[src/fpu_exc_pkg.sv]
/*
 * Constants and carrier types for the floating-point nonarithmetic exception unit.
 * Assumes a 32-bit logical address space, a 16-bit status register and 96-bit extended operands.
 */
package fpu_exc_pkg;
	// ----------------------------------------
	// Vectors, frame formats, frame size
	// ----------------------------------------
	localparam logic [7:0] VEC_UNIMPL = 8'h0B;     // Vector 11
	localparam logic [7:0] VEC_UNSUP = 8'h37;      // Vector 55
	localparam logic [3:0] FMT_PRE = 4'h0;
	localparam logic [3:0] FMT_UNIMPL = 4'h2;
	localparam logic [3:0] FMT_POST = 4'h3;
	localparam logic [4:0] UNIMPL_FRAME_WORDS = 5'h1A;  // 26 words
	localparam logic [4:0] NO_FRAME_WORDS = 5'h00;
	// ----------------------------------------
	// Opclasses and status register fields
	// ----------------------------------------
	localparam logic [2:0] OPC_MEM_REG = 3'h0;
	localparam logic [2:0] OPC_REG_REG = 3'h2;
	localparam logic [2:0] OPC_REG_MEM = 3'h3;
	localparam int SR_T1_BIT = 15;
	localparam int SR_T0_BIT = 14;
	localparam int SR_S_BIT = 13;
	localparam int OPND_W = 96;
	localparam int PACK_HI_W = 32;
	localparam int PACK_LO_W = 64;

	typedef enum logic [1:0] {PREC_SINGLE, PREC_DOUBLE, PREC_EXT, PREC_PACKED} prec_t;
	typedef enum logic [1:0] {TAG_NORMAL, TAG_DENORM, TAG_UNNORM} tag_t;

	// One floating-point instruction offered for exception checking
	typedef struct packed {
		logic unimpl;              // Instruction not done in hardware
		logic [2:0] opclass;
		logic [31:0] pc;           // Address of this instruction
		logic [31:0] pc_next;      // Address of the following instruction
		logic [31:0] ea;           // Calculated effective address
		prec_t src_prec;
		tag_t src_tag;
		prec_t dst_prec;
		tag_t dst_tag;
		logic [OPND_W-1:0] src_opnd;
		logic [OPND_W-1:0] dst_opnd;
	} fpu_req_t;

	// Contents handed to the stacking logic and later to the state save
	typedef struct packed {
		logic [3:0] format;
		logic [7:0] vector;
		logic [31:0] pc;
		logic [31:0] ea;
		logic [15:0] sr_copy;
		logic [4:0] words;                           // State save frame length
		logic dst_in_reg;                            // Destination left in FP register
		logic [OPND_W-1:0] exception_operand_temp;
		logic [OPND_W-1:0] destination_operand_temp;
	} exc_frame_t;
endpackage

[src/fpu_exc_unit.sv]
/*
 * Nonarithmetic floating-point exception unit: unimplemented instructions and
 * unsupported operand data types, from detection up to the handler start.
 * Assumes decode offers one instruction at a time with req_valid while ready is high,
 * and that the vector fetch, stack push and prefetch engines answer with one-cycle acks.
 */

// Behaviour
// (RL1) Unimplemented instruction stacks address of following instruction as saved PC.
// (RL2) Unimplemented instruction uses vector 11, fetches handler, pushes format 2 frame.
// (RL3) Handler starts only after prefetch has refilled the instruction pipeline.
// (RL4) State save after unimplemented instruction yields a 26-word frame.
// (RL5) Frame holds both operands, except packed source leaves second in register.
// (RL6) Denormal, unnormal extended, or packed format operand raises unsupported data type.
// (RL7) Opclass 010 or 000 unsupported type: pre-instruction exception, format 0 frame.
// (RL8) Opclass 011 unsupported type: immediate post-instruction exception, format 3 frame.
// (RL9) Every unsupported data type exception fetches vector 55.
// (RL10) Denormalized result signals nonmaskable underflow, not unsupported data type.
// (RL11) Denormal or unnormal extended operands copied unaltered into temp fields.
// (RL12) Packed source: upper 32 bits to destination temp, lower 64 to exception temp.
// (RL13) Packed source leaves destination operand in its floating-point register.
// (RL14) Wait for earlier FP instructions and take pending exceptions first; opclass 011 unsupported data type exceptions skip this wait and go straight to S_SR.
// (RL15) Copy status register, enter supervisor mode, clear both trace bits.
// (RL16) Vector entry address is vector table base plus vector times four.
module fpu_exc_unit (
	input wire logic sys_clk,                        // 10 MHz core clock
	input wire logic rst_n,                          // Async reset, active low
	input wire logic req_valid,                      // Instruction offered
	input wire fpu_exc_pkg::fpu_req_t req,           // Offered instruction
	output logic ready,                              // Unit idle, may take req
	input wire logic fpu_busy,                       // Earlier FP instructions in flight
	input wire logic pend_exc,                       // Earlier FP exception pending
	output logic pend_take,                          // Take the pending exception now
	input wire logic result_denorm,                  // Operation produced a denormal result
	output logic underflow_exc,                      // Nonmaskable underflow pulse
	input wire logic [15:0] sr_in,                   // Current status register
	output logic [15:0] sr_new,                      // Status register for the handler
	input wire logic [31:0] vbr,                     // Vector table base
	output logic vec_req,                            // Fetch vector entry
	output logic [31:0] vec_addr,                    // Vector entry address
	input wire logic vec_ack,                        // Entry fetched
	input wire logic [31:0] handler_addr,            // Fetched handler address
	output logic push_req,                           // Push stack frame
	output fpu_exc_pkg::exc_frame_t frame,           // Frame and state save contents
	input wire logic push_ack,                       // Frame pushed
	output logic prefetch_req,                       // Refill pipeline at handler
	input wire logic prefetch_done,                  // Pipeline full
	output logic handler_start,                      // Begin handler, one-cycle pulse
	output logic [31:0] handler_pc                   // Handler entry address
);
	import fpu_exc_pkg::*;

	// ----------------------------------------
	// State
	// ----------------------------------------
	typedef enum logic [2:0] {S_IDLE, S_DRAIN, S_SR, S_VEC, S_PUSH, S_FILL} phase_t;

	typedef struct packed {
		phase_t phase;
		logic ready;
		logic pend_take;
		logic underflow_exc;
		logic [15:0] sr_new;
		logic vec_req;
		logic [31:0] vec_addr;
		logic push_req;
		exc_frame_t frame;
		logic prefetch_req;
		logic handler_start;
		logic [31:0] handler_pc;
	} unit_state_t;

	unit_state_t st;
	unit_state_t next_st;
	logic src_unsup;
	logic dst_unsup;
	logic take;

	// ----------------------------------------
	// Data type screening
	// ----------------------------------------
	// (RL6) unsupported type check
	function automatic logic is_unsup(input prec_t p, input tag_t t);
		is_unsup = (p == PREC_PACKED) || (t == TAG_DENORM) || (t == TAG_UNNORM && p == PREC_EXT);
	endfunction

	// Screen both operands; only opclasses with a defined frame are trapped
	always_comb begin
		src_unsup = is_unsup(req.src_prec, req.src_tag);
		dst_unsup = is_unsup(req.dst_prec, req.dst_tag);
		take = req_valid && st.ready && (req.unimpl ||
			((src_unsup || dst_unsup) && (req.opclass == OPC_MEM_REG || req.opclass == OPC_REG_REG ||
			req.opclass == OPC_REG_MEM)));
	end

	// ----------------------------------------
	// Next state
	// ----------------------------------------
	always_comb begin
		next_st = st;
		next_st.handler_start = 1'b0;
		// (RL10) result denormal goes to underflow
		next_st.underflow_exc = result_denorm;
		case (st.phase)
			S_IDLE: begin
				if (take) begin
					next_st.ready = 1'b0;
					next_st.frame.ea = req.ea;
					// (RL5) (RL11) both operands kept unaltered
					next_st.frame.exception_operand_temp = req.src_opnd;
					next_st.frame.destination_operand_temp = req.dst_opnd;
					next_st.frame.dst_in_reg = 1'b0;
					if (req.src_prec == PREC_PACKED) begin
						// (RL12) packed source split
						next_st.frame.destination_operand_temp = {req.src_opnd[OPND_W-1 -: PACK_HI_W], 64'h0};
						next_st.frame.exception_operand_temp = {32'h0, req.src_opnd[PACK_LO_W-1:0]};
						// (RL13) destination stays in register
						next_st.frame.dst_in_reg = 1'b1;
					end
					if (req.unimpl) begin
						// (RL1) saved PC is next instruction
						next_st.frame.pc = req.pc_next;
						// (RL2) vector 11, format 2
						next_st.frame.vector = VEC_UNIMPL;
						next_st.frame.format = FMT_UNIMPL;
						// (RL4) 26-word state frame
						next_st.frame.words = UNIMPL_FRAME_WORDS;
						next_st.phase = S_DRAIN;
					end else if (req.opclass == OPC_REG_MEM) begin
						// (RL8) post-instruction, no drain wait
						next_st.frame.pc = req.pc_next;
						next_st.frame.format = FMT_POST;
						// (RL9) unsupported type vector
						next_st.frame.vector = VEC_UNSUP;
						next_st.frame.words = NO_FRAME_WORDS;
						next_st.phase = S_SR;
					end else begin
						// (RL7) pre-instruction restarts this instruction
						next_st.frame.pc = req.pc;
						next_st.frame.format = FMT_PRE;
						// (RL9) unsupported type vector
						next_st.frame.vector = VEC_UNSUP;
						next_st.frame.words = NO_FRAME_WORDS;
						next_st.phase = S_DRAIN;
					end
				end
			end
			S_DRAIN: begin
				// (RL14) pending exceptions go first, then drain
				next_st.pend_take = pend_exc;
				if (!pend_exc && !fpu_busy) begin
					next_st.phase = S_SR;
				end
			end
			S_SR: begin
				// (RL15) copy SR, supervisor, trace off
				next_st.frame.sr_copy = sr_in;
				next_st.sr_new = sr_in;
				next_st.sr_new[SR_S_BIT] = 1'b1;
				next_st.sr_new[SR_T1_BIT] = 1'b0;
				next_st.sr_new[SR_T0_BIT] = 1'b0;
				// (RL16) entry address from base
				next_st.vec_addr = vbr + {22'h0, st.frame.vector, 2'b00};
				next_st.vec_req = 1'b1;
				next_st.phase = S_VEC;
			end
			S_VEC: begin
				// (RL2) fetch handler, then push frame
				if (vec_ack) begin
					next_st.handler_pc = handler_addr;
					next_st.vec_req = 1'b0;
					next_st.push_req = 1'b1;
					next_st.phase = S_PUSH;
				end
			end
			S_PUSH: begin
				if (push_ack) begin
					next_st.push_req = 1'b0;
					next_st.prefetch_req = 1'b1;
					next_st.phase = S_FILL;
				end
			end
			S_FILL: begin
				// (RL3) start only with pipeline full
				if (prefetch_done) begin
					next_st.prefetch_req = 1'b0;
					next_st.handler_start = 1'b1;
					next_st.ready = 1'b1;
					next_st.phase = S_IDLE;
				end
			end
			default: begin
				next_st.phase = S_IDLE;
				next_st.ready = 1'b1;
			end
		endcase
	end

	// ----------------------------------------
	// Registers
	// ----------------------------------------
	// Reset leaves the unit idle and ready; all outputs come from here
	always_ff @(posedge sys_clk or negedge rst_n) begin
		if (!rst_n) begin
			st <= '0;
			st.phase <= S_IDLE;
			st.ready <= 1'b1;
		end else begin
			st <= next_st;
		end
	end

	assign ready = st.ready;
	assign pend_take = st.pend_take;
	assign underflow_exc = st.underflow_exc;
	assign sr_new = st.sr_new;
	assign vec_req = st.vec_req;
	assign vec_addr = st.vec_addr;
	assign push_req = st.push_req;
	assign frame = st.frame;
	assign prefetch_req = st.prefetch_req;
	assign handler_start = st.handler_start;
	assign handler_pc = st.handler_pc;
endmodule

[config.mk]
export PLATFORM = sky130hd
export DESIGN_NAME = fpu_exc_unit
export DESIGN_NICKNAME = d
export VERILOG_FILES = /design/src/fpu_exc_pkg.sv /design/src/fpu_exc_unit.sv
export SDC_FILE = /design/constraint.sdc
export NUM_CORES = 1
export LEC_CHECK = 0
export BUFFER_PORTS_ARGS = -buffer_cell sky130_fd_sc_hd__buf_2
export CAP_MARGIN = 15
export CELL_PAD_IN_SITES_DETAIL_PLACEMENT = 0
export CELL_PAD_IN_SITES_GLOBAL_PLACEMENT = 1
export CORE_AREA = 2 2 300 302
export CTS_CLUSTER_SIZE = 20
export DETAILED_ROUTE_END_ITERATION = 10
export DIE_AREA = 0 0 302 304
export PLACE_DENSITY_LB_ADDON = 0.1
export RECOVER_POWER = 25
export SYNTH_ARGS = -nofsm -noshare
export SYNTH_HDL_FRONTEND = slang
export SYNTH_SLANG_ARGS = --single-unit
[constraint.sdc]
create_clock -name sys_clk -period 6.2 [get_ports sys_clk]
set_input_delay 0.62 -clock sys_clk [delete_from_list [all_inputs] [get_ports sys_clk]]
set_output_delay 0.62 -clock sys_clk [all_outputs]
set_load 0.01 [all_outputs]
; Yosys cells after proc, flatten, opt, wreduce, memory -nomap -nowiden
; Index checks and enable logic that the tools add are counted.
[word_totals]
register_bits = 378
inputBits = 389
out_inout_bits = 377
elab_cells = 93
[op_classes]
addsub = 1
n_eq_ne = 20
mux = 22
n_bitwise = 1
reduce_logical = 29
[ops]
columns = operator, n
row1 = 2-to-1 mux 193 bit, 1
row2 = 2-to-1 mux 42 bit, 2
row3 = adder 32 x 10 -> 32 bit, 1
row4 = one-hot mux 3 bit (6 select lines), 1
row5 = "== test 2 bit, second input constant", 6
row6 = "== test 3 x 2 -> 1 bit, second input constant", 4
row7 = 2-to-1 mux 3 bit, 4
row8 = "inequality test 2 bit, second input constant", 5
row9 = AND reduction 3 bit, 3
row10 = logical OR 1 bit, 8
row11 = 2-to-1 mux 4 bit, 2
row12 = "== test 3 bit, second input constant", 2
row13 = logical AND 1 bit, 6
row14 = logical NOT 3 bit, 2
row15 = one-hot mux 1 bit (2 select lines), 3
row16 = AND reduction 2 bit, 3
row17 = nonzero test 2 bit, 3
row18 = 2-to-1 mux 1 bit, 5
row19 = 2-to-1 mux 5 bit, 1
row20 = AND reduction 5 bit, 1
row21 = "== test 2 x 1 -> 1 bit, second input constant", 2
row22 = 2-to-1 mux 2 bit, 2
row23 = OR reduction 4 bit, 1
row24 = "== test 3 x 1 -> 1 bit, second input constant", 1
row25 = other kinds (3), 4

; Longest topological paths before layout
; Gate-level depths: netlist (run 1).
[logic_depth]
word_depth = 9
ltp_mapped = 10
depth_no_buf = 9

; Worst setup path before layout (run 1)
; OpenSTA, ideal clock, no wires.
[synth_path]
path_kind = input to register
start = input port vbr[2]
end = register st, in the netlist vec_addr[28]
setup_ns = 0.132
arrival_ns = 2.192
t_required_ns = 6.068
setup_slack_ns = 3.876
cell_stages = 9
path_buffers = 0
path_cell_list = ha_1 -> inv_1 -> fa_1 -> nor2b_1 -> o211ai_1 -> a311oi_2 -> nand4_1 -> xor2_1 -> o21ai_1
[synth_via]
elab_chain_len = 1
[synth_rtl]
columns = element, line_no
row1 = "start, declared", fpu_exc_unit.sv:38  ; input wire logic [31:0] vbr,
row2 = adder 32 x 10 -> 32 bit, fpu_exc_unit.sv:163  ; next_st.vec_addr = vbr + {22'h0, st.frame.vector, 2'b00};
row3 = "end signal, assigned", fpu_exc_unit.sv:209  ; st <= next_st;
row4 = "end, declared", fpu_exc_unit.sv:73  ; unit_state_t st;
; Every way passes these cells.
; A chain may end at the register's enable or synchronous reset.

; Worst setup path after layout (run 1)
[layout_path]
start = register st, in the netlist frame[279]
end = register st, in the netlist vec_addr[28]
[layout_via]
elab_chain_len = 1
[layout_rtl]
columns = element, line_no
row1 = adder 32 x 10 -> 32 bit, fpu_exc_unit.sv:163
; Every way passes these cells.

==> results by group, run 1 <==
Die
  – Chip Height: 304 microns
  – Area of the core: 0.08905 sq mm
  – Starting density of the core: 19.62%
  – Die footprint: 0.09181 sq mm
  – Horizontal extent of the die: 302 microns
  – I/O pin count: 766
  – Site row count: 110

Clock tree
  – Number of levels the H-tree was split into: 2
  – Post-CTS Setup Repair Bufs: 0
  – Resize count post-CTS: 0
  – TritonCTS clock tree: done
  – Worst-case clock buffer depth: 3
  – Clock buffers created by TritonCTS: 49
  – Number of clock sinks: 353
  – Register clock-pin slew on the reported worst setup and hold paths: 0.06 ns
  – Clk_lat worst skew: 0.58 ns
  – Buffer cell driving the clock tree root: clkbuf_16
  – CTS hold repair buffers: 0

Final layout
  – Share of layout cells above drive strength 1: 46.67%
  – Share of the core filled with cells in the final layout: 23.98%
  – Net count of the finished layout: 2459
  – Layout overhead on the synthesized area: 22.26%

GRT
  – Gr usage total: 13.66%
  – First-pass GRT wire length: 92.60 mm
  – Overflow left after global routing: 0
  – Antenna violations before repair: 25
  – Pin count of the biggest net entering global routing: 161
  – Via count of the first global-routing pass: 13233

Synth
  – Number of synthesized register bits: 353
  – Average size of a mapped cell: 10.35 sq um
  – Share of the yosys chip area belonging to registers: 50.58%
  – Async set-or-reset flop fraction in the synthesized netlist: 100.0%
  – Synth top cells by count: buf_4 (380), nand2_1 (371), dfrtp_1 (352)
  – Yosys warns: 0
  – Number of different library cells in the post-synthesis netlist: 49
  – Most area-hungry cell type in the Yosys netlist: dfrtp_1
  – Fraction of synthesized cell area taken by the top area cell type: 50.43%
  – Synthesized cell area: 0.01747 sq mm
  – Main area contributors after synthesis: dfrtp_1 (50%), buf_4 (16%), mux2_2 (8.4%), nand2_1 (8.0%), o21ai_0 (5.1%)
  – Number of cells produced by synthesis: 1688
  – Most frequently used flop master after synthesis: dfrtp_1
  – Number of flops mapped to enable cells by yosys: 0
  – Library cell with the highest instance count after synthesis: buf_4

Setup path
  – Critical path fanouts, max: 5
  – Setup Crit Path Kind: reg2reg
  – Capturing element type of the critical path: flip-flop
  – Worst setup SP type: flip-flop
  – Required arrival time at the worst endpoint: 6.63 ns
  – Data arrival, critical path: 3.08 ns

STA
  – Share of the clock period used by the worst path after layout: 42.79%
  – Hold violation count in the final report: 0
  – Final setup fails: 0
  – Number of max-slew violations in the final report: 0
  – Post-Route Skew: 0.01574 ns
  – Fmax achieved: 0.3769 GHz
  – Shortest period the worst path allows: 2.653 ns
  – Transition time at the pin with the least slew margin: 1.059 ns
  – Sum of negative setup slack: 0 ns
  – RSZ-0062 raised after global routing: no
  – Slew HR: 29.39%

Outcome
  – Run status: complete, no violations

Pwr
  – Total power density per cell area: 499.8 mW/mm^2
  – Peak supply drop: 0.2333 mV
  – Leak: 11.08 nW

Route
  – Final routed wire length divided by cell count: 19.43 microns
  – Sum of routed wire length over all layers: 63.99 mm
  – Number of nets with antenna violations after detailed routing: 0
  – Post-detailed-route DRC marker count: 0
  – Number of design-rule violations left by the first detailed-router iteration: 362
  – Via density per instance: 3.776
  – DR pass1 iterations: 4
  – Vias: 12434

Placement
  – Placer's final routability congestion estimate: 0.7620
  – Half-perimeter wire length after placement: 47.86 mm
  – Count of input and output buffers: 757

Run
  – Number of maximum-capacitance constraint violations: 0

Hold path
  – Min-delay worst type: in2async
==> per-stage QoR <==
stage	worst slack (ns)	total power (W)	hold slack, ns	cells	instance area [sq um]
floorplan	3.876	0.007421	0.3244	1695	17490
global placement	3.068	0.007962	0.4490	3188	19710
detailed placement	3.043	0.007997	0.4548	3188	19710
CTS	3.399	0.01098	0.07470	3278	21320
global route	3.273	0.01150	0.09402	3290	21350
finish	3.547	0.01067	0.08408	3293	21360
==> sequential cells by signal, indices dropped and copies added, names as in the netlist <==
register / count
prefetch_req: 1
frame: 278
handler_start: 1
vec_addr: 32
sr_new: 1
underflow_exc: 1
vec_req: 1
pend_take: 1
push_req: 1
handler_pc: 32
st: 3
ready: 1
==> cell usage in the layout, fill, tap and decap left out, drive strengths merged, types with 4 or more instances in the layout <==
master,netlist,layout
a21oi,6,6
nor2,5,5
nor2b,6,6
mux2,130,130
conb,1,8
inv,8,9
and3,6,6
nand2,371,371
o21ai,199,199
ha,6,6
buf,407,767
dfrtp,352,352
nand3,14,14
xor2,23,23
clkbuf,43,83
diode,0,15
and4,4,4
mux2i,64,64
nand4,6,6
clkinv,0,4
==> final timing paths <==
kind                            cells past startpoint  slack [ns]          start              to
min in group sys_clk                                1        0.15  result_denorm   underflow_exc
worst max register to register                      9        3.55     frame[279]    vec_addr[28]
max in group asynchronous                           2        4.74          rst_n  handler_pc[26]
worst max-delay path                                9        3.55     frame[279]    vec_addr[28]
worst min-delay path                                1        0.08          rst_n      frame[151]
worst min register to register                      1        0.47     sr_new[13]      sr_new[13]
==> power breakdown <==
| group | switching [W] | total [W] | leakage (nW) | internal, W |
|---|---|---|---|---|
| Combinational | 0.00221 | 0.00382 | 5.93 | 0.00160 |
| Sequential | 0.000591 | 0.00399 | 4.37 | 0.00340 |
| Clock | 0.00113 | 0.00287 | 0.787 | 0.00173 |
==> final cells by class <==
| type | instances | area, sq um |
|---|---|---|
| Antenna cell | 15 | 37.54 |
| Inverter | 8 | 30.03 |
| Clock inverter | 7 | 92.59 |
| Multi-Input combinational cell | 884 | 5438 |
| Clock buffer | 83 | 1516 |
| Fill cell | 9779 | 67690 |
| Tap cell | 1176 | 1471 |
| Timing Repair Buffer | 767 | 3936 |
| Sequential cell | 353 | 8835 |
==> logic make-up (layout without fill, tap and decap cells) <==
| group | Yosys count | count (layout) | share of synthesized area, % |
|---|---|---|---|
| AND/OR/NAND/NOR | 424 | 424 | 9.878 |
| flip-flops | 353 | 353 | 50.58 |
| other | 1 | 23 | 0.02147 |
| multiplexers | 194 | 194 | 12.05 |
| AO/OA/AOI/OAI | 225 | 225 | 7.005 |
| XOR/XNOR | 26 | 26 | 1.304 |
| buffers and inverters | 458 | 865 | 18.62 |
| adder cells (fa/ha/maj) | 7 | 7 | 0.5444 |
==> critical path, stage by stage, from the launching register on <==
cell and delay, ns:
dfrtp_1 0.51, ha_1 0.27, inv_1 0.07, fa_1 0.39, nor2b_1 0.18, o211ai_1 0.15, a311oi_2 0.55, nand4_1 0.17
xor2_1 0.15, o21ai_1 0.07
==> metal layers <==
| layer | up-vias | GRT usage [%] | part of all wire, % |
|---|---|---|---|
| met4 | 20 | 5.307 | 2.8 |
| li1 | 5940 | - | - |
| met1 | 5973 | 14.45 | 36 |
| met5 | - | 0 | 0.21 |
| met3 | 108 | 4.633 | 7.8 |
| met2 | 393 | 24.70 | 53 |
No activity file was read; power rests on OpenSTA's default activity.
==> inputs of run 2 (changes only) <==
--- a/config.mk
+++ b/config.mk
@@ -9,10 +9,10 @@
 export CAP_MARGIN = 15
 export CELL_PAD_IN_SITES_DETAIL_PLACEMENT = 0
 export CELL_PAD_IN_SITES_GLOBAL_PLACEMENT = 1
-export CORE_AREA = 2 2 300 302
+export CORE_AREA = 2 2 299 301
 export CTS_CLUSTER_SIZE = 20
 export DETAILED_ROUTE_END_ITERATION = 10
-export DIE_AREA = 0 0 302 304
+export DIE_AREA = 0 0 301 303
 export PLACE_DENSITY_LB_ADDON = 0.1
 export RECOVER_POWER = 25
 export SYNTH_ARGS = -nofsm -noshare
==> constraint.sdc (replaced) <==
create_clock -name sys_clk -period 2.4 [get_ports sys_clk]
set_input_delay 0.24 -clock sys_clk [delete_from_list [all_inputs] [get_ports sys_clk]]
set_output_delay 0.24 -clock sys_clk [all_outputs]
set_load 0.01 [all_outputs]
==> run 2 against run 1 <==
  * The run now ends with capacitance limit, slew limit left
  * Non-clock buffer count increased by 404
  * Critical path depth increased by 1
  * Via count increased by 12%
  * Flip-flop and latch count unchanged
  * Design area increased by 19%
  * Power increased to 2.7 times the previous value
  * Critical endpoint unchanged
  * Highest routed layer unchanged
==> results by group, run 2 (same netlist as run 1, synthesis figures left out) <==
Setup path
  – Endpoint of the lowest-slack register-to-register path: vec_addr[28] (unchanged)
  – Origin of the critical flop-to-flop path: frame[279] (unchanged)
  – Required arrival time at the worst endpoint: 2.86 ns (was 6.63 ns)
  – Worst setup SP type: flip-flop (unchanged)
  – Critical path endpoint: vec_addr[28] (unchanged)
  – Capturing element type of the critical path: flip-flop (unchanged)
  – Critical path fanouts, max: 5 (unchanged)
  – Setup Crit Path Kind: reg2reg (unchanged)
  – Number of cells on the worst reg-to-reg path: 10 (was 9)
  – Reg-to-reg slack, setup: 0.20 ns (was 3.55 ns)
  – Data arrival, critical path: 2.65 ns (was 3.08 ns)
  – Worst setup path startpoint: frame[279] (unchanged)

Clock tree
  – Clk_lat worst skew: 0.58 ns (about the same)
  – Number of clock sinks: 353 (unchanged)
  – Post-CTS Setup Repair Bufs: 0 (unchanged)
  – Buffer cell driving the clock tree root: clkbuf_16 (unchanged)
  – Worst-case clock buffer depth: 3 (unchanged)
  – TritonCTS clock tree: done (unchanged)
  – Number of levels the H-tree was split into: 2 (unchanged)
  – Register clock-pin slew on the reported worst setup and hold paths: 0.06 ns (about the same)
  – Clock buffers created by TritonCTS: 48 (was 49)

Placement
  – Half-perimeter wire length after placement: 51.06 mm (was 47.86 mm)
  – Placed Instances: 3215 (was 3188)
  – Count of input and output buffers: 757 (unchanged)
  – Place WS: 0.1375 ns (was 3.043 ns)
  – Placer's final routability congestion estimate: 0.7713 (was 0.7620)
  – Cell area after placement: 0.02014 sq mm (was 0.01971 sq mm)

Outcome
  – Run status: finished with violations (was complete, no violations)
  – Violations in the final reports: capacitance limit, slew limit

STA
  – Slew HR: -13.33% (was 29.39%)
  – Share of the clock period used by the worst path after layout: 91.54% (was 42.79%)
  – Hold violation count in the final report: 0 (unchanged)
  – RSZ-0062 raised after global routing: yes (was no)
  – Sum of negative setup slack: 0 ns (unchanged)
  – Post-Route Skew: 0.01710 ns (was 0.01574 ns)
  – Number of max-slew violations in the final report: 44 (was 0)
  – Shortest period the worst path allows: 2.197 ns (was 2.653 ns)
  – Fmax achieved: 0.4552 GHz (was 0.3769 GHz)
  – Final setup fails: 0 (unchanged)
  – Transition time at the pin with the least slew margin: 1.700 ns (was 1.059 ns)
  – Final critical-path setup slack: 0.2029 ns (was 3.547 ns)
  – Smallest hold slack: 0.02755 ns (was 0.08408 ns)

Route
  – Vias: 13872 (was 12434)
  – Sum of routed wire length over all layers: 66.09 mm (was 63.99 mm)
  – DR pass1 iterations: 4 (unchanged)
  – Final routed wire length divided by cell count: 17.99 microns (was 19.43 microns)
  – Via density per instance: 3.776 (about the same)
  – Post-detailed-route DRC marker count: 0 (unchanged)
  – Number of design-rule violations left by the first detailed-router iteration: 461 (was 362)
  – Number of nets with antenna violations after detailed routing: 0 (unchanged)

GRT
  – Pin count of the biggest net entering global routing: 80 (was 161)
  – Via count of the first global-routing pass: 14827 (was 13233)
  – First-pass GRT wire length: 96.19 mm (was 92.60 mm)
  – Gr usage total: 13.96% (was 13.66%)
  – Antenna violations before repair: 2 (was 25)
  – Overflow left after global routing: 0 (unchanged)

Final layout
  – Number of fillers in the final layout: 9423 (was 9779)
  – Net count of the finished layout: 2862 (was 2459)
  – Largest register FFs: 278 (unchanged)
  – Share of layout cells above drive strength 1: 41.10% (was 46.67%)
  – Layout overhead on the synthesized area: 45.83% (was 22.26%)
  – Summed area of non-filler cells in the final layout: 0.02547 sq mm (was 0.02136 sq mm)
  – Most common cell after layout, fill and taps aside: buf_2 (unchanged)
  – Non-filler instance count after layout: 3674 (was 3293)
  – Most used cells in the layout excluding fill and tap cells: buf_2 (756), nand2_1 (370), dlygate4sd3_1 (366) (was buf_2 (756), nand2_1 (370), dfrtp_1 (352))

Pwr
  – Sequential Power Share: 36.0% (was 37.4%)
  – Net Sw Power: 0.01044 W (was 0.003937 W)
  – Total power density per cell area: 1126 mW/mm^2 (was 499.8 mW/mm^2)
  – Peak supply drop: 0.5205 mV (was 0.2333 mV)
  – Leak: 12.90 nW (was 11.08 nW)
  – Comb power frac: 37.3% (was 35.8%)
  – Clock network fraction of total power: 26.7% (was 26.8%)
  – Proportion of total power due to net switching: 36.41% (was 36.89%)
  – Internal portion of total power: 0.01824 W (was 0.006737 W)

Die
  – Horizontal extent of the die: 301 microns (was 302 microns)
  – I/O pin count: 766 (unchanged)
  – Site row count: 109 (was 110)
  – Area of the core: 0.08797 sq mm (was 0.08905 sq mm)
  – Chip Height: 303 microns (was 304 microns)
  – Die footprint: 0.09120 sq mm (was 0.09181 sq mm)
  – Starting density of the core: 19.86% (was 19.62%)

Run
  – Number of maximum-capacitance constraint violations: 1 (was 0)

Hold path
  – Hold wc startpoint: req[95]
  – Min-delay worst type: in2reg (was in2async)
[run 2: cell types whose count changed in the layout (fill, tap and decap cells not counted), sizes merged]
cell,previous run,this run
dlygate4sd3,0,366
buf,767,797
diode,15,3
clkinv,4,15
clkbuf,83,78
bufinv,2,5
inv,9,8
[run 2: layout make-up]
class | instances | area, sq um | share of cell area (%)
clock inverter | 20 | 244.0 | 0.9578
timing repair buffer | 1171 | 8006 | 31.43
inverter | 8 | 30.03 | 0.1179
multi-input combinational | 884 | 5448 | 21.39
sequential | 353 | 8835 | 34.68
antenna | 3 | 7.507 | 0.02947
tap | 1165 | 1458 | 5.722
clock buffer | 70 | 1446 | 5.678
[run 2: stage by stage]
stage	power, W	utilization (%)
floorplan	0.01917	-
global route	0.03078	28.95
finish	0.02868	28.96
global placement	0.02086	22.90
detailed placement	0.02092	22.90
CTS	0.02939	28.99
[run 2: worst min-delay path by stage]
stage,cells after the start,slack (ns),end
5_1_grt,3,0.02,frame[274]
2_1_floorplan,0,-0.06,frame[0]
3_3_place_gp,1,0.22,frame[125]
6_report,3,0.03,frame[95]
4_1_cts,3,0.0008,frame[95]
3_5_place_dp,1,0.23,frame[125]
[run 2: what timing repair did]
item                       4_1_cts  5_1_grt
hold endpoints to repair       366        0
hold buffers                   366        0
setup endpoints to repair        0        9
resized for setup                0        3
[run 2: per-layer routing]
metal / vias to the layer above / share of wire [%] / track usage [%]
met3: 85 / 6.0 / 3.702
met1: 6658 / 39 / 15.81
li1: 6750 / - / -
met4: 2 / 2.7 / 4.312
met5: - / 0.020 / 0
met2: 377 / 52 / 25.47
[run 2: worst max-delay path, stage by stage (launching register included)]
cell	delay, ns
dfrtp_1	0.36
ha_1	0.18
inv_1	0.06
fa_2	0.36
nor2b_2	0.14
o211ai_1	0.16
a311oi_2	0.29
buf_4	0.18
nand4_1	0.11
xor2_1	0.16
o21ai_1	0.07
[run 2: power groups by stage]
stage          Sequential (W)  Clock (W)  Combinational, W
6_report               0.0103    0.00766            0.0107
5_1_grt                0.0107    0.00824            0.0118
4_1_cts                0.0104    0.00799            0.0110
3_5_place_dp           0.0104          0            0.0105
3_3_place_gp           0.0104          0            0.0105
2_1_floorplan         0.00996          0           0.00921
==> inputs of run 3 (changes only) <==
==> constraint.sdc (replaced) <==
create_clock -name sys_clk -period 2.4 [get_ports sys_clk]
set_input_delay 0.72 -clock sys_clk [delete_from_list [all_inputs] [get_ports sys_clk]]
set_output_delay 0.72 -clock sys_clk [all_outputs]
set_load 0.01 [all_outputs]
==> run 3 against run 2 <==
  * Critical path type unchanged
  * Register-to-register slack worse by 0.03 ns
  * Highest routed layer unchanged
  * Combinational power down 4%
  * Clock power down 8.7%
  * Worst setup slack worse by 0.025 ns
  * The run still ends with capacitance limit, slew limit left
  * Flip-flop and latch count unchanged
==> results by group, run 3 (same netlist as run 1, synthesis figures left out) <==
Clock tree
  – TritonCTS clock tree: done (unchanged)
  – CTS hold repair buffers: 0 (was 366)
  – Clock buffers created by TritonCTS: 48 (unchanged)
  – Clk_lat worst skew: 0.58 ns (about the same)
  – Number of clock sinks: 353 (unchanged)
  – Number of levels the H-tree was split into: 2 (unchanged)
  – Worst-case clock buffer depth: 3 (unchanged)
  – Buffer cell driving the clock tree root: clkbuf_16 (unchanged)
  – Register clock-pin slew on the reported worst setup and hold paths: 0.06 ns (about the same)

Die
  – Starting density of the core: 19.86% (unchanged)
  – Area of the core: 0.08797 sq mm (unchanged)
  – Die footprint: 0.09120 sq mm (unchanged)
  – Chip Height: 303 microns (unchanged)
  – Horizontal extent of the die: 301 microns (unchanged)
  – Site row count: 109 (unchanged)
  – I/O pin count: 766 (unchanged)

GRT
  – First-pass GRT wire length: 93.19 mm (was 96.19 mm)
  – Via count of the first global-routing pass: 13388 (was 14827)
  – Antenna violations before repair: 13 (was 2)
  – Gr usage total: 13.84% (was 13.96%)
  – Pin count of the biggest net entering global routing: 80 (unchanged)
  – Overflow left after global routing: 0 (unchanged)

Pwr
  – Leak: 11.46 nW (was 12.90 nW)
  – Comb power frac: 37.3% (about the same)
  – Proportion of total power due to net switching: 37.06% (was 36.41%)
  – Net Sw Power: 0.01025 W (was 0.01044 W)
  – Clock network fraction of total power: 25.3% (was 26.7%)
  – Total power density per cell area: 1259 mW/mm^2 (was 1126 mW/mm^2)
  – Internal portion of total power: 0.01741 W (was 0.01824 W)
  – Sequential Power Share: 37.4% (was 36.0%)
  – Peak supply drop: 0.5242 mV (was 0.5205 mV)
  – Pwr Total: 0.02767 W (was 0.02868 W)

Final layout
  – Most common cell after layout, fill and taps aside: buf_2 (unchanged)
  – Share of layout cells above drive strength 1: 48.16% (was 41.10%)
  – Layout overhead on the synthesized area: 25.77% (was 45.83%)
  – Largest register FFs: 278 (unchanged)
  – Net count of the finished layout: 2538 (was 2862)
  – Most used cells in the layout excluding fill and tap cells: buf_2 (756), nand2_1 (370), dfrtp_1 (352) (was buf_2 (756), nand2_1 (370), dlygate4sd3_1 (366))

STA
  – Hold violation count in the final report: 0 (unchanged)
  – Slew HR: -13.40% (was -13.33%)
  – Number of max-slew violations in the final report: 42 (was 44)
  – Final critical-path setup slack: 0.1778 ns (was 0.2029 ns)
  – Final setup fails: 0 (unchanged)
  – RSZ-0062 raised after global routing: no (was yes)
  – Share of the clock period used by the worst path after layout: 92.59% (was 91.54%)
  – Transition time at the pin with the least slew margin: 1.701 ns (was 1.700 ns)
  – Post-Route Skew: 0.02679 ns (was 0.01710 ns)
  – Shortest period the worst path allows: 2.222 ns (was 2.197 ns)
  – Fmax achieved: 0.4500 GHz (was 0.4552 GHz)

Placement
  – Half-perimeter wire length after placement: 52.10 mm (was 51.06 mm)
  – Count of input and output buffers: 757 (unchanged)
  – Placer's final routability congestion estimate: 0.7859 (was 0.7713)
  – Place WS: -0.2778 ns (was 0.1375 ns)

Setup path
  – Worst setup SP type: flip-flop (unchanged)
  – Endpoint of the lowest-slack register-to-register path: vec_addr[31] (was vec_addr[28])
  – Number of stages on the worst setup path: 10 (unchanged)
  – Capturing element type of the critical path: flip-flop (unchanged)
  – Cell seen most often among critical-path stages: buf_4
  – Required arrival time at the worst endpoint: 2.86 ns (about the same)
  – Cell breakdown of the critical path: buf_4, ha_1, a21o_1, nand4_1, buf_4, a311oi_4, buf_4, nand3_1, xor2_1, o21ai_2 (was ha_1, inv_1, fa_2, nor2b_2, o211ai_1, a311oi_2, buf_4, nand4_1, xor2_1, o21ai_1)
  – Reg-to-reg slack, setup: 0.18 ns (was 0.20 ns)
  – Worst setup path startpoint: frame[279] (unchanged)
  – Max stage delay on crit path: 0.40 ns (was 0.36 ns)
  – Origin of the critical flop-to-flop path: frame[279] (unchanged)
  – Critical path endpoint: vec_addr[31] (was vec_addr[28])
  – Critical path fanouts, max: 6 (was 5)
  – Largest delay share family, worst path: buffers and inverters (was adder cells)
  – Setup Crit Path Kind: reg2reg (unchanged)
  – Number of cells on the worst reg-to-reg path: 10 (unchanged)
  – Number of buffer and inverter stages on the critical path: 3 (was 2)
  – Crit-path slowest cell: dfrtp_1 (unchanged)
  – Data arrival, critical path: 2.68 ns (was 2.65 ns)

Run
  – Number of maximum-capacitance constraint violations: 1 (unchanged)

Hold path
  – Number of cells on the worst hold path: 1 (was 3)
  – Min-delay worst type: in2reg (unchanged)

Route
  – Number of nets with antenna violations after detailed routing: 0 (unchanged)
  – Post-detailed-route DRC marker count: 0 (unchanged)
  – Final routed wire length divided by cell count: 19.53 microns (was 17.99 microns)
  – Number of design-rule violations left by the first detailed-router iteration: 461 (unchanged)
  – Via density per instance: 3.797 (was 3.776)
  – DR pass1 iterations: 6 (was 4)
  – Vias: 12705 (was 13872)
  – Sum of routed wire length over all layers: 65.35 mm (was 66.09 mm)

Outcome
  – Run status: finished with violations (unchanged)
  – Violations in the final reports: capacitance limit, slew limit (unchanged)
[run 3: cell count changes in the layout (fill, tap and decap cells not counted), moves of 2 or more]
cell           change
clkinv_2           -7
bufinv_16          -5
clkinv_4           -2
buf_4             +32
dlygate4sd3_1    -366
buf_12             +4
clkbuf_1          +17
[run 3: how the worst min path moves through the flow]
stage                                to           from  slack [ns]
after floorplan                frame[0]          rst_n        0.42
after CTS                    frame[148]          rst_n        0.07
final                     underflow_exc  result_denorm        0.24
after global placement       sr_new[13]     sr_new[13]        0.45
after detailed placement     sr_new[13]     sr_new[13]        0.45
after global routing      underflow_exc  result_denorm        0.20
[run 3: timing repair]
| item | 4_1_cts | 5_1_grt |
|---|---|---|
| resized for setup | 0 | 2 |
| setup endpoints to repair | 0 | 4 |
| setup buffers | 0 | 1 |
[run 3: metrics by stage]
step           hold WS, ns  cell area (sq um)  util [%]  instances  TNS [ns]
2_1_floorplan       0.4244              17490         -       1695         0
3_3_place_gp        0.4465              20490     23.29       3256    -6.668
3_5_place_dp        0.4478              20490     23.29       3256    -7.239
4_1_cts            0.06708              22010     25.02       3342         0
5_1_grt             0.2048              21970     24.98       3346         0
6_report            0.2445              21970     24.98       3346         0
[run 3: layout make-up]
cell class | instances | area [sq um]
diodes | 3 | 7.507
clock inverters | 7 | 53.80
repair buffers | 847 | 4677
well taps | 1165 | 1458
fillers | 9650 | 66000
multi-input cells | 884 | 5440
clock buffers | 79 | 1469
inverters | 8 | 30.03
flip-flops and latches | 353 | 8835
[run 3: layer usage]
layer	track usage [%]	wire length, microns	vias up
met5	0	124	-
met4	4.217	1608	18
met3	4.339	4667	96
met2	25.29	34820	391
met1	15.24	24130	6098
li1	-	-	6102
[run 3: worst reg2reg max path, cell delays in order (launching register included)]
cell	delay, ns
dfrtp_1	0.40
buf_4	0.16
ha_1	0.26
a21o_1	0.17
nand4_1	0.18
buf_4	0.19
a311oi_4	0.23
buf_4	0.20
nand3_1	0.10
xor2_1	0.17
o21ai_2	0.06
[run 3: power groups by stage]
| stage | Sequential [W] | Clock, W | Combinational [W] |
|---|---|---|---|
| after floorplan | 0.00996 | 0 | 0.00921 |
| after global placement | 0.0104 | 0 | 0.0107 |
| after detailed placement | 0.0105 | 0 | 0.0107 |
| after CTS | 0.0104 | 0.00732 | 0.0107 |
| after global routing | 0.0108 | 0.00760 | 0.0114 |
| final | 0.0103 | 0.00699 | 0.0103 |
